==> src/design/isk_pkg.sv <==
/*
  Shared constants and types for the increment-and-skip execute block.
  Assumes a 16-bit instruction word and a 12-bit data address space.
*/
package isk_pkg;

  localparam int          INSTR_W        = 16;
  localparam int          DADDR_W        = 12;
  localparam int          DATA_W         = 8;
  localparam int          BANK_W         = 4;
  localparam int          OPC_MSB        = 15;
  localparam int          OPC_LSB        = 10;
  localparam int          DEST_BIT       = 9;
  localparam int          ACC_BIT        = 8;
  localparam int          FADDR_MSB      = 7;
  localparam int          FADDR_LSB      = 0;
  localparam logic [5:0]  OPC_INC_SKIP_Z = 6'h0f;
  localparam logic [5:0]  OPC_INC_SKIP_NZ = 6'h12;
  localparam logic [7:0]  ACCESS_SPLIT   = 8'h60;
  localparam logic [7:0]  INDEX_LIMIT    = 8'h5f;
  localparam logic [3:0]  ACCESS_LO_BANK = 4'h0;
  localparam logic [3:0]  ACCESS_HI_BANK = 4'hf;
  localparam logic [1:0]  SQUASH_NONE    = 2'h0;
  localparam logic [1:0]  SQUASH_ONE     = 2'h1;
  localparam logic [1:0]  SQUASH_TWO     = 2'h2;

  typedef enum logic [1:0] {
    ISK_RUN   = 2'b00,
    ISK_SKIP1 = 2'b01,
    ISK_SKIP2 = 2'b11
  } isk_state_type;

endpackage

==> src/design/isk_addr_if.sv <==
/*
  Carrier between the execute block and its file address generator.
  Assumes both ends share the core clock; the content is combinational.
*/
`timescale 1ns/1ps
interface isk_addr_if;
  import isk_pkg::*;
  logic [7:0]         file_addr;
  logic               access_bit;
  logic [BANK_W-1:0]  bank_select_register;
  logic               ext_set_enable;
  logic [DADDR_W-1:0] frame_pointer;
  logic [DADDR_W-1:0] full_addr;
  logic               indexed;

  modport exec (output file_addr, access_bit, bank_select_register, ext_set_enable, frame_pointer,
                input full_addr, indexed);
  modport gen  (input file_addr, access_bit, bank_select_register, ext_set_enable, frame_pointer,
                output full_addr, indexed);
endinterface

==> src/design/isk_addr_gen.sv <==
/*
  File address generator: access bank, selected bank or indexed offset.
  Assumes the frame pointer already holds a full data address.
*/
`timescale 1ns/1ps
module isk_addr_gen
  import isk_pkg::*;
(
  // Address request and answer
  isk_addr_if.gen a
);

  logic index_mode;

  always_comb begin
    index_mode = !a.access_bit && a.ext_set_enable && (a.file_addr <= INDEX_LIMIT);
  end

  always_comb begin
    if (index_mode) begin
      a.full_addr = a.frame_pointer + {4'h0, a.file_addr};
    end else if (a.access_bit) begin
      a.full_addr = {a.bank_select_register, a.file_addr};
    end else if (a.file_addr < ACCESS_SPLIT) begin
      a.full_addr = {ACCESS_LO_BANK, a.file_addr};
    end else begin
      a.full_addr = {ACCESS_HI_BANK, a.file_addr};
    end
    a.indexed = index_mode;
  end

endmodule

==> src/design/isk_exec.sv <==
/*
  Execute block for the two increment-and-skip instructions of an 8-bit core.

  What it does
    Every cycle the core offers one instruction word with a valid flag. When
    the word carries one of the two increment-and-skip opcodes and no skip is
    pending, the block forms the file address, reads the file register through
    a combinational read port, adds one and, one edge later, pulses either the
    file write or the accumulator write together with the executed flag.
    Skip on zero fires when the sum wraps to zero; skip on nonzero fires for
    any other sum. A fired skip raises squash for the next valid word, and for
    one more valid word when that squashed word is flagged as the first half
    of a two-word instruction.

  Addressing
    The bank bit picks the selected bank or the access bank. With the
    extended set on and the bank bit low, file addresses up to the index
    limit are taken as an offset from the frame pointer instead; the sum
    wraps within the data address space.

  Ports
    clk, resetn, ce        core clock, asynchronous active-low reset, enable
    instr_*                instruction word, valid flag, two-word flag
    bank_select_register,
    ext_set_enable,
    frame_pointer          addressing context from the core
    file_rd_*              combinational file read port
    file_wr_*, accum_wr_*  registered destination writes
    squash, executed       program flow towards the fetch stage
    status_wr_en           always low

  Timing
    Write enables and executed are one-cycle pulses; write data and address
    hold until the next executed instruction with the same destination.
    Squash comes straight from the
    state register, so the core can discard the word it presents in the same
    cycle. Cycles without a valid word do not advance the squash count.
    Example: a skip-on-zero word reading 8'hff writes 8'h00 at the next edge
    and raises squash for the word that follows; a word reading 8'h10 with
    the other opcode writes 8'h11 and squashes likewise.

  Reset
    Asynchronous and active low. All enables, data and the squash state
    clear; the first word may be offered in the cycle after release.

  Hazards and limits
    A squashed word is never decoded, even when it is one of ours. Status
    flags are never written; the status write enable is tied low so that a
    merge with other execute units cannot mistake this block for a writer.
    Clock enable low freezes all state, pulses included.

  Assumptions
    The core presents one instruction word per cycle with a valid flag,
    answers a file read combinationally in the same cycle, and flags when the
    presented word is the first word of a two-word instruction.
*/
`timescale 1ns/1ps
module isk_exec
  import isk_pkg::*;
(
  // Clock, reset, enable
  input  wire logic               clk,
  input  wire logic               resetn,
  input  wire logic               ce,
  // Instruction stream
  input  wire logic [INSTR_W-1:0] instr_word,
  input  wire logic               instr_valid,
  input  wire logic               instr_two_word,
  // Addressing context
  input  wire logic [BANK_W-1:0]  bank_select_register,
  input  wire logic               ext_set_enable,
  input  wire logic [DADDR_W-1:0] frame_pointer,
  // File register read
  output logic      [DADDR_W-1:0] file_rd_addr,
  input  wire logic [DATA_W-1:0]  file_rd_data,
  // Destination writes
  output logic                    file_wr_en,
  output logic      [DADDR_W-1:0] file_wr_addr,
  output logic      [DATA_W-1:0]  file_wr_data,
  output logic                    accum_wr_en,
  output logic      [DATA_W-1:0]  accum_wr_data,
  // Program flow
  output logic                    squash,
  output logic                    executed,
  output logic                    status_wr_en
);

  typedef struct packed {
    isk_state_type      state;
    logic               file_wr_en;
    logic [DADDR_W-1:0] file_wr_addr;
    logic [DATA_W-1:0]  file_wr_data;
    logic               accum_wr_en;
    logic [DATA_W-1:0]  accum_wr_data;
    logic               executed;
  } isk_regs_type;

  isk_regs_type r;
  isk_regs_type next_r;

  isk_addr_if addr_bus ();

  logic [5:0]        opcode;
  logic              is_skip_z;
  logic              is_skip_nz;
  logic              active;
  logic [DATA_W-1:0] result;
  logic              dest_file;
  logic              result_zero;
  logic              skip_z_hit;
  logic              skip_nz_hit;
  logic              take_skip;

  isk_addr_gen u_addr_gen (
    .a (addr_bus.gen)
  );

  // Split the instruction word into its fields
  always_comb begin
    opcode     = instr_word[OPC_MSB:OPC_LSB];
    is_skip_z  = (opcode == OPC_INC_SKIP_Z);
    is_skip_nz = (opcode == OPC_INC_SKIP_NZ);
    active     = instr_valid && (r.state == ISK_RUN) && (is_skip_z || is_skip_nz);
    addr_bus.file_addr            = instr_word[FADDR_MSB:FADDR_LSB];
    addr_bus.access_bit           = instr_word[ACC_BIT];
    addr_bus.bank_select_register = bank_select_register;
    addr_bus.ext_set_enable       = ext_set_enable;
    addr_bus.frame_pointer        = frame_pointer;
    file_rd_addr = addr_bus.full_addr;
    result       = file_rd_data + 8'h01;
    dest_file    = instr_word[DEST_BIT];

    // Skip decision from the wrapped sum
    result_zero  = (result == 8'h00);
    skip_z_hit   = is_skip_z && result_zero;
    skip_nz_hit  = is_skip_nz && !result_zero;
    take_skip    = active && (skip_z_hit || skip_nz_hit);
  end

  always_comb begin
    next_r = r;
    next_r.file_wr_en  = 1'b0;
    next_r.accum_wr_en = 1'b0;
    next_r.executed    = active;
    if (active) begin
      if (dest_file) begin
        next_r.file_wr_en   = 1'b1;
        next_r.file_wr_addr = addr_bus.full_addr;
        next_r.file_wr_data = result;
      end else begin
        next_r.accum_wr_en   = 1'b1;
        next_r.accum_wr_data = result;
      end
    end
    // The word after a skip is discarded; a two-word one costs one more valid word
    case (r.state)
      ISK_RUN: begin
        if (take_skip) begin
          next_r.state = ISK_SKIP1;
        end else begin
          next_r.state = ISK_RUN;
        end
      end
      ISK_SKIP1: begin
        if (instr_valid) begin
          next_r.state = instr_two_word ? ISK_SKIP2 : ISK_RUN;
        end else begin
          next_r.state = ISK_SKIP1;
        end
      end
      ISK_SKIP2: begin
        if (instr_valid) begin
          next_r.state = ISK_RUN;
        end else begin
          next_r.state = ISK_SKIP2;
        end
      end
      default: begin
        next_r.state = ISK_RUN;
      end
    endcase
  end

  always_ff @(posedge clk or negedge resetn) begin
    if (!resetn) begin
      r <= '0;
    end else if (ce) begin
      r <= next_r;
    end
  end

  always_comb begin
    file_wr_en    = r.file_wr_en;
    file_wr_addr  = r.file_wr_addr;
    file_wr_data  = r.file_wr_data;
    accum_wr_en   = r.accum_wr_en;
    accum_wr_data = r.accum_wr_data;
    executed      = r.executed;
    squash        = (r.state != ISK_RUN);
    status_wr_en  = 1'b0;
  end

endmodule

==> config.mk <==
export PLATFORM = sky130hd
export DESIGN_NAME = isk_exec
export DESIGN_NICKNAME = d
export VERILOG_FILES = /design/src/design/isk_pkg.sv /design/src/design/isk_addr_if.sv /design/src/design/isk_addr_gen.sv /design/src/design/isk_exec.sv
export SDC_FILE = /design/constraint.sdc
export NUM_CORES = 1
export LEC_CHECK = 0
export BUFFER_PORTS_ARGS = -buffer_cell sky130_fd_sc_hd__buf_2
export CAP_MARGIN = 20
export CELL_PAD_IN_SITES_DETAIL_PLACEMENT = 0
export CELL_PAD_IN_SITES_GLOBAL_PLACEMENT = 1
export CORE_ASPECT_RATIO = 2
export CORE_MARGIN = 2
export CORE_UTILIZATION = 38
export CTS_BUF_LIST = sky130_fd_sc_hd__clkbuf_16
export CTS_CLUSTER_SIZE = 24
export DETAILED_ROUTE_END_ITERATION = 10
export GPL_ROUTABILITY_DRIVEN = 0
export GPL_TIMING_DRIVEN = 0
export PLACE_DENSITY = 0.9
export SLEW_MARGIN = 20
export SYNTH_ARGS = -nofsm -noshare
export SYNTH_HDL_FRONTEND = slang
export SYNTH_SLANG_ARGS = --single-unit
==> constraint.sdc <==
create_clock -name clk -period 4.9 [get_ports clk]
set_clock_uncertainty 0.15 [all_clocks]
set_input_delay 0.245 -clock clk [delete_from_list [all_inputs] [get_ports clk]]
set_output_delay 0.245 -clock clk [all_outputs]
set_load 0.005 [all_outputs]
== Yosys cells after proc, flatten, opt, wreduce, memory -nomap -nowiden ==
Cells that the tools add are included.
Storage, ports and cells
  word-level logic and storage cells: 43
  input bits: 46
  output and inout bits: 45
  register bits: 33
Operators by class
  $add $sub $neg: 2
  reductions and logical operators: 16
  magnitude comparators: 2
  equality and inequality tests: 4
  muxes and demuxes: 11
  bitwise operators: 1
Operator list (count)
  $mux W12: 3
  $mux W30: 1
  $mux W21: 1
  $add A12 B8 Y12: 1
  $mux W9: 1
  $add A8 B1 Y8 const B: 1
  $le A8 B7 Y1 const B: 1
  $logic_not A8 Y1: 1
  $lt A8 B7 Y1 const B: 1
  $logic_and A1 B1 Y1: 7
  $eq A6 B4 Y1 const B: 1
  $eq A6 B5 Y1 const B: 1
  $mux W2: 3
  $pmux W2 S3: 1
  $reduce_and A3 Y1: 2
  $eq A2 B1 Y1 const B: 1
  $eq A2 B2 Y1 const B: 1
  $logic_not A1 Y1: 2
  $logic_not A2 Y1: 1
  $logic_or A1 B1 Y1: 2
  $reduce_bool A2 Y1: 1
  $mux W1: 1
  $not A1 Y1: 1

== Logic depth before layout (Yosys ltp) ==
  word-level depth: 8
  depth in mapped cells: 8
  mapped depth without buffers: 8

== Hierarchy ==
Synthesis repeated with hierarchy kept, for this count alone.
Second synthesis, totals
  cells, all modules: 233
  area, all modules: 2423.6 um2
By module, submodules not included
  isk_exec: area each 1795.5 um2, cells each 142, sequential area each 825.8 um2, instances 1
  isk_addr_gen: area each 628.1 um2, cells each 91, sequential area each 0.0 um2, instances 1

== Worst setup path before layout ==
OpenSTA, ideal clock, no wires.
  path type: input port to flip-flop
  start: in instr_word[0]
  end: reg r, in the netlist file_wr_addr[8]
  path buffers: 0
  data arrival time: 1.953 ns
  stages on the path: 8
  path slack: 2.673 ns
  required time: 4.625 ns
  path through: ha_1 fa_1 a211oi_1 nor2_1 a21oi_1 xnor2_1 o21ai_1 mux2_2
Between the ends
  cells in the longest elaborated chain, start to end: 4
  elaborated cells between the ends (all ways): 7
  classes of those cells: 1 x add/sub; 2 x order compare; 3 x mux; 1 x reduce/logical
Ends and longest elaborated chain
  start: declaration: RTL line isk_exec.sv:66  | input wire logic [INSTR_W-1:0] instr_word,
  $lt A8 B7 Y1: RTL line isk_addr_gen.sv:24  | end else if (a.file_addr < ACCESS_SPLIT) begin
  $mux W12: RTL line isk_addr_gen.sv:24
  $mux W12: RTL line isk_addr_gen.sv:22  | end else if (a.access_bit) begin
  $mux W12 (*): RTL line isk_addr_gen.sv:20  | if (index_mode) begin
  net file_rd_addr[8]: RTL line isk_exec.sv:74  | output logic [DADDR_W-1:0] file_rd_addr,
  end signal: assignment: RTL line isk_exec.sv:188  | r <= next_r;
  end: declaration: RTL line isk_exec.sv:98  | isk_regs_type r;
Mark *: on every way through the listed nets, which the timed path passes. The rest lies on a longest branch.
A chain may end at the register's enable or synchronous reset.

== Final worst setup path ==
  start: in instr_word[0]
  end: out file_rd_addr[10]
Between the ends
  cells in the longest elaborated chain, start to end: 4
  elaborated cells between the ends (all ways): 7
  classes of those cells: 1 x add/sub; 2 x order compare; 3 x mux; 1 x reduce/logical
Ends and longest elaborated chain (RTL line)
  $lt A8 B7 Y1: isk_addr_gen.sv:24
  $mux W12: isk_addr_gen.sv:24
  $mux W12: isk_addr_gen.sv:22
  $mux W12 (*): isk_addr_gen.sv:20
  end: declaration: isk_exec.sv:74
Every way passes the cells marked *; elsewhere a longest branch is shown, timed or not.

==> Flow_metrics.wiki <==
{| class="wikitable"
! Metric !! Value
|-
| WS Path Type || in -> out
|-
| Worst-Skew Late Latency || 0.27 ns
|-
| Clock buffers created by TritonCTS || 5
|-
| Library cell with the highest instance count after synthesis || nand2_1
|-
| Critical Path RT || 4.51 ns
|-
| Critical path capture point type || primary output
|-
| Slew Viols, Final || 0
|-
| GR Layer Usage met1 || 22.6%
|-
| Post-synthesis async set-or-reset flop share || 100%
|-
| Yosys reg bits || 33
|-
| Hold Crit Endpoint || accum_wr_en$_DFFE_PN0P_
|-
| Most used routing layer in global routing || met2
|-
| Total length of routed wires || 5240 um
|-
| Number of distinct standard cells referenced by the synthesized netlist || 48
|-
| Time the final worst path needs with I/O delays and setup || 2.74 ns
|-
| Starting density of the core || 38.7%
|-
| Detailed placer's ending HPWL || 4190 um
|-
| Drt wl/cell || 12.5 um
|-
| Clock transition at the registers of the reported paths || 0.05 ns
|-
| Launch instance of the worst min-delay path || instr_word[9]
|-
| Cell types occupying the most area after synthesis || dfrtp_1 36%, buf_4 9.9%, nand2_1 6.7%
|-
| Fin cells || 420
|-
| Largest net degree at the start of global routing || 34
|-
| Post-Synthesis Cells || 261
|-
| Power density relative to cell area || 275 mW/mm2
|-
| Number of buffers added on ports || 87
|-
| Initial antenna violation count || 0
|-
| Failing checks || design-rule violations
|-
| Met3 Use GR || 4.20%
|-
| Critical-path cell with the highest stage delay || fa_1
|-
| Critical path data arrival time || 2.35 ns
|-
| First-iteration detailed-routing DRC count || 63
|-
| Least-Margin Pin Slew || 0.752 ns
|-
| Series of cell instances along the critical path || buf_2, ha_1, fa_1, a211oi_1, nor2_1, a21oi_1, nor3_1, o21ai_0, nand2_1, buf_2
|-
| Final TNS setup || 0 ns
|-
| Post-CTS setup buffers || 0
|-
| Total instance count after detailed placement || 411
|-
| R2R setup slack || 2.59 ns
|-
| Synth top area share || 36.1%
|-
| Core area || 0.00591 mm2
|-
| Sequential cell area || 826 um2
|-
| Setup repair after global routing missed its margin || false
|-
| Final period util || 56.0%
|-
| Count of unresolved DRC violations after routing || 10
|-
| DRT antenna net count || 0
|-
| Terminus of the critical flop-to-flop path || file_wr_data[6]$_DFFE_PN0P_
|-
| Area of the die || 0.00669 mm2
|-
| Worst min path class || in -> reg
|-
| Sinks on Clock Net || 33
|-
| Number of fill cells in the layout || 578
|-
| Reg-to-reg startpoint || r[32]$_DFFE_PN0P_
|-
| Vias in the first global route || 1935
|-
| Area added between synthesis and finish || 29.0%
|-
| Cell type with the highest aggregate area in the netlist || dfrtp_1
|-
| GRT Total Usage || 16.2%
|-
| Height of the die || 114 um
|-
| Maximum frequency from static timing analysis || 365 MHz
|-
| Diodes inserted || 0
|-
| Global-route wire length before repair || 8630 um
|-
| Flip-flop cell with the highest count after synthesis || dfrtp_1
|-
| Multi-input combinational cell area || 0.00115 mm2
|-
| Max-capacitance violation count || 0
|-
| Buffer type at the clock tree root || clkbuf_16
|-
| Share of synthesized area occupied by flip-flops and latches || 36.1%
|-
| Yosys synthesis warning count || 0
|-
| PostCTS Resize Cnt || 0
|-
| Met2 Use GR || 24.4%
|-
| VDD IR-drop max || 201 uV
|-
| Maximum level of the CTS H-tree || 2
|-
| Library cell appearing most often on the critical path || buf_2
|-
| Initial DRT Pass Iterations || 7
|-
| Detail-routed via count per cell || 4.96
|-
| Max clock buf depth || 2
|-
| Count of flip-flops with a built-in enable after synthesis || 0
|-
| Total number of nets in the final design || 413
|-
| Global route total overflow || 0
|-
| Die Span X || 58.8 um
|-
| Netlist area before placement || 0.00228 mm2
|-
| Number of stages on the worst hold path || 2
|-
| Number of hold buffers added after CTS || 1
|-
| Vias post-DR || 2084
|-
| Final setup fails || 0
|-
| Leakage power || 0.00159 uW
|-
| I/O pin count || 91
|-
| Number of cells on the worst reg-to-reg path || 8
|-
| Layout cell share with drive strength beyond 1 || 38.9%
|-
| Total number of placement rows || 40
|-
| Crit-path max FO || 3
|-
| Clock tree from TritonCTS || built
|-
| Headroom to the max-slew limit || 49.5%
|-
| Commonest cells in the synthesized netlist || 41 x nand2_1, 33 x dfrtp_1, 30 x buf_4
|-
| Kind of launch point of the worst setup path || input port
|-
| Run status || complete, but fails checks
|-
| Stage delay of the slowest cell on the critical path || 0.44 ns
|-
| Mapped Avg Cell Area || 8.75 um2
|-
| Number of hold violations in the final report || 0
|-
| Net count after synthesis || 318
|}
==> metal layers <==
layer / routed length, um / part of all wire, %
met1: 2260 / 43
met2: 2420 / 46
met3: 453 / 8.7
met4: 99 / 1.9
met5: 0 / 0
==> report_power, final <==
part / switching, uW / internal, uW / total [uW]
Clock: 108 / 184 / 292
Combinational: 95.8 / 109 / 205
Sequential: 14.0 / 299 / 313
Total: 217 / 592 / 810
==> per-stage QoR <==
step | total power [uW] | cell area, um2 | utilization, % | hold slack (ns) | worst slack (ns)
3_3_place_gp | 518 | 2800 | 47.4 | 0.191 | 2.21
6_report | 810 | 2950 | 49.9 | 0.0524 | 2.16
5_1_grt | 859 | 2950 | 49.9 | 0.0646 | 1.98
2_1_floorplan | 439 | 2280 | - | -0.201 | 2.67
4_1_cts | 821 | 2950 | 49.9 | 0.0454 | 2.15
3_5_place_dp | 523 | 2800 | 47.4 | 0.200 | 2.17
==> layout make-up <==
class | count | share of cell area (%)
clock inverter | 3 | 0.467
sequential | 33 | 28.0
clock buffer | 5 | 4.24
multi-input combinational | 181 | 39.1
tap | 63 | 2.67
timing repair buffer | 88 | 15.1
inverter | 10 | 1.27
buffer | 37 | 9.08
==> worst max-delay path by stage <==
stage / from / to / slack, ns / cells after the start
2_1_floorplan: instr_word[0] / file_wr_addr[8]$_DFFE_PN0P_ / 2.67 / 8
3_3_place_gp: instr_word[0] / file_rd_addr[10] / 2.21 / 10
3_5_place_dp: instr_word[0] / file_rd_addr[10] / 2.17 / 10
4_1_cts: instr_word[0] / file_rd_addr[10] / 2.15 / 10
5_1_grt: instr_word[0] / file_rd_addr[10] / 1.98 / 10
6_report: instr_word[0] / file_rd_addr[10] / 2.16 / 10
==> logic make-up (layout without fill, tap and decap cells) <==
family | count (synthesis) | after routing | share of synthesized area [%]
compound gates | 60 | 60 | 16.0
xor+xnor | 12 | 12 | 4.60
fa+ha+maj | 11 | 11 | 6.35
buf+inv | 47 | 143 | 13.4
flops | 33 | 33 | 36.1
mux | 12 | 12 | 5.70
other cells | 1 | 1 | 0.164
simple gates | 85 | 85 | 17.7
==> worst max-delay path, delay by kind of cell <==
kind	cells	cell delay (ns)
buffers and inverters	2	0.25
AO/OA/AOI/OAI	3	0.91
AND/OR/NAND/NOR	3	0.29
adder cells (fa/ha/maj)	2	0.65
==> layout by cell type, fill, tap and decap left out, types with 5 or more instances in the layout <==
| cell type | Yosys | layout |
|---|---|---|
| buf_2 | 1 | 88 |
| nand2_1 | 41 | 41 |
| dfrtp_1 | 33 | 33 |
| buf_4 | 30 | 30 |
| nor2_1 | 15 | 15 |
| a21oi_1 | 14 | 14 |
| o21ai_1 | 12 | 12 |
| o21ai_0 | 11 | 11 |
| inv_1 | 10 | 11 |
| ha_1 | 10 | 10 |
| xnor2_1 | 7 | 7 |
| mux2_2 | 7 | 7 |
| nand3_1 | 6 | 6 |
| xor2_1 | 5 | 5 |
| clkbuf_16 | 0 | 5 |
==> flip-flops by register name, summed over array words and instances, names as in the netlist <==
register,cells
file_wr_data,8
r,2
accum_wr_data,8
file_wr_addr,12
executed,1
file_wr_en,1
accum_wr_en,1
(Power assumes the default switching activity.)
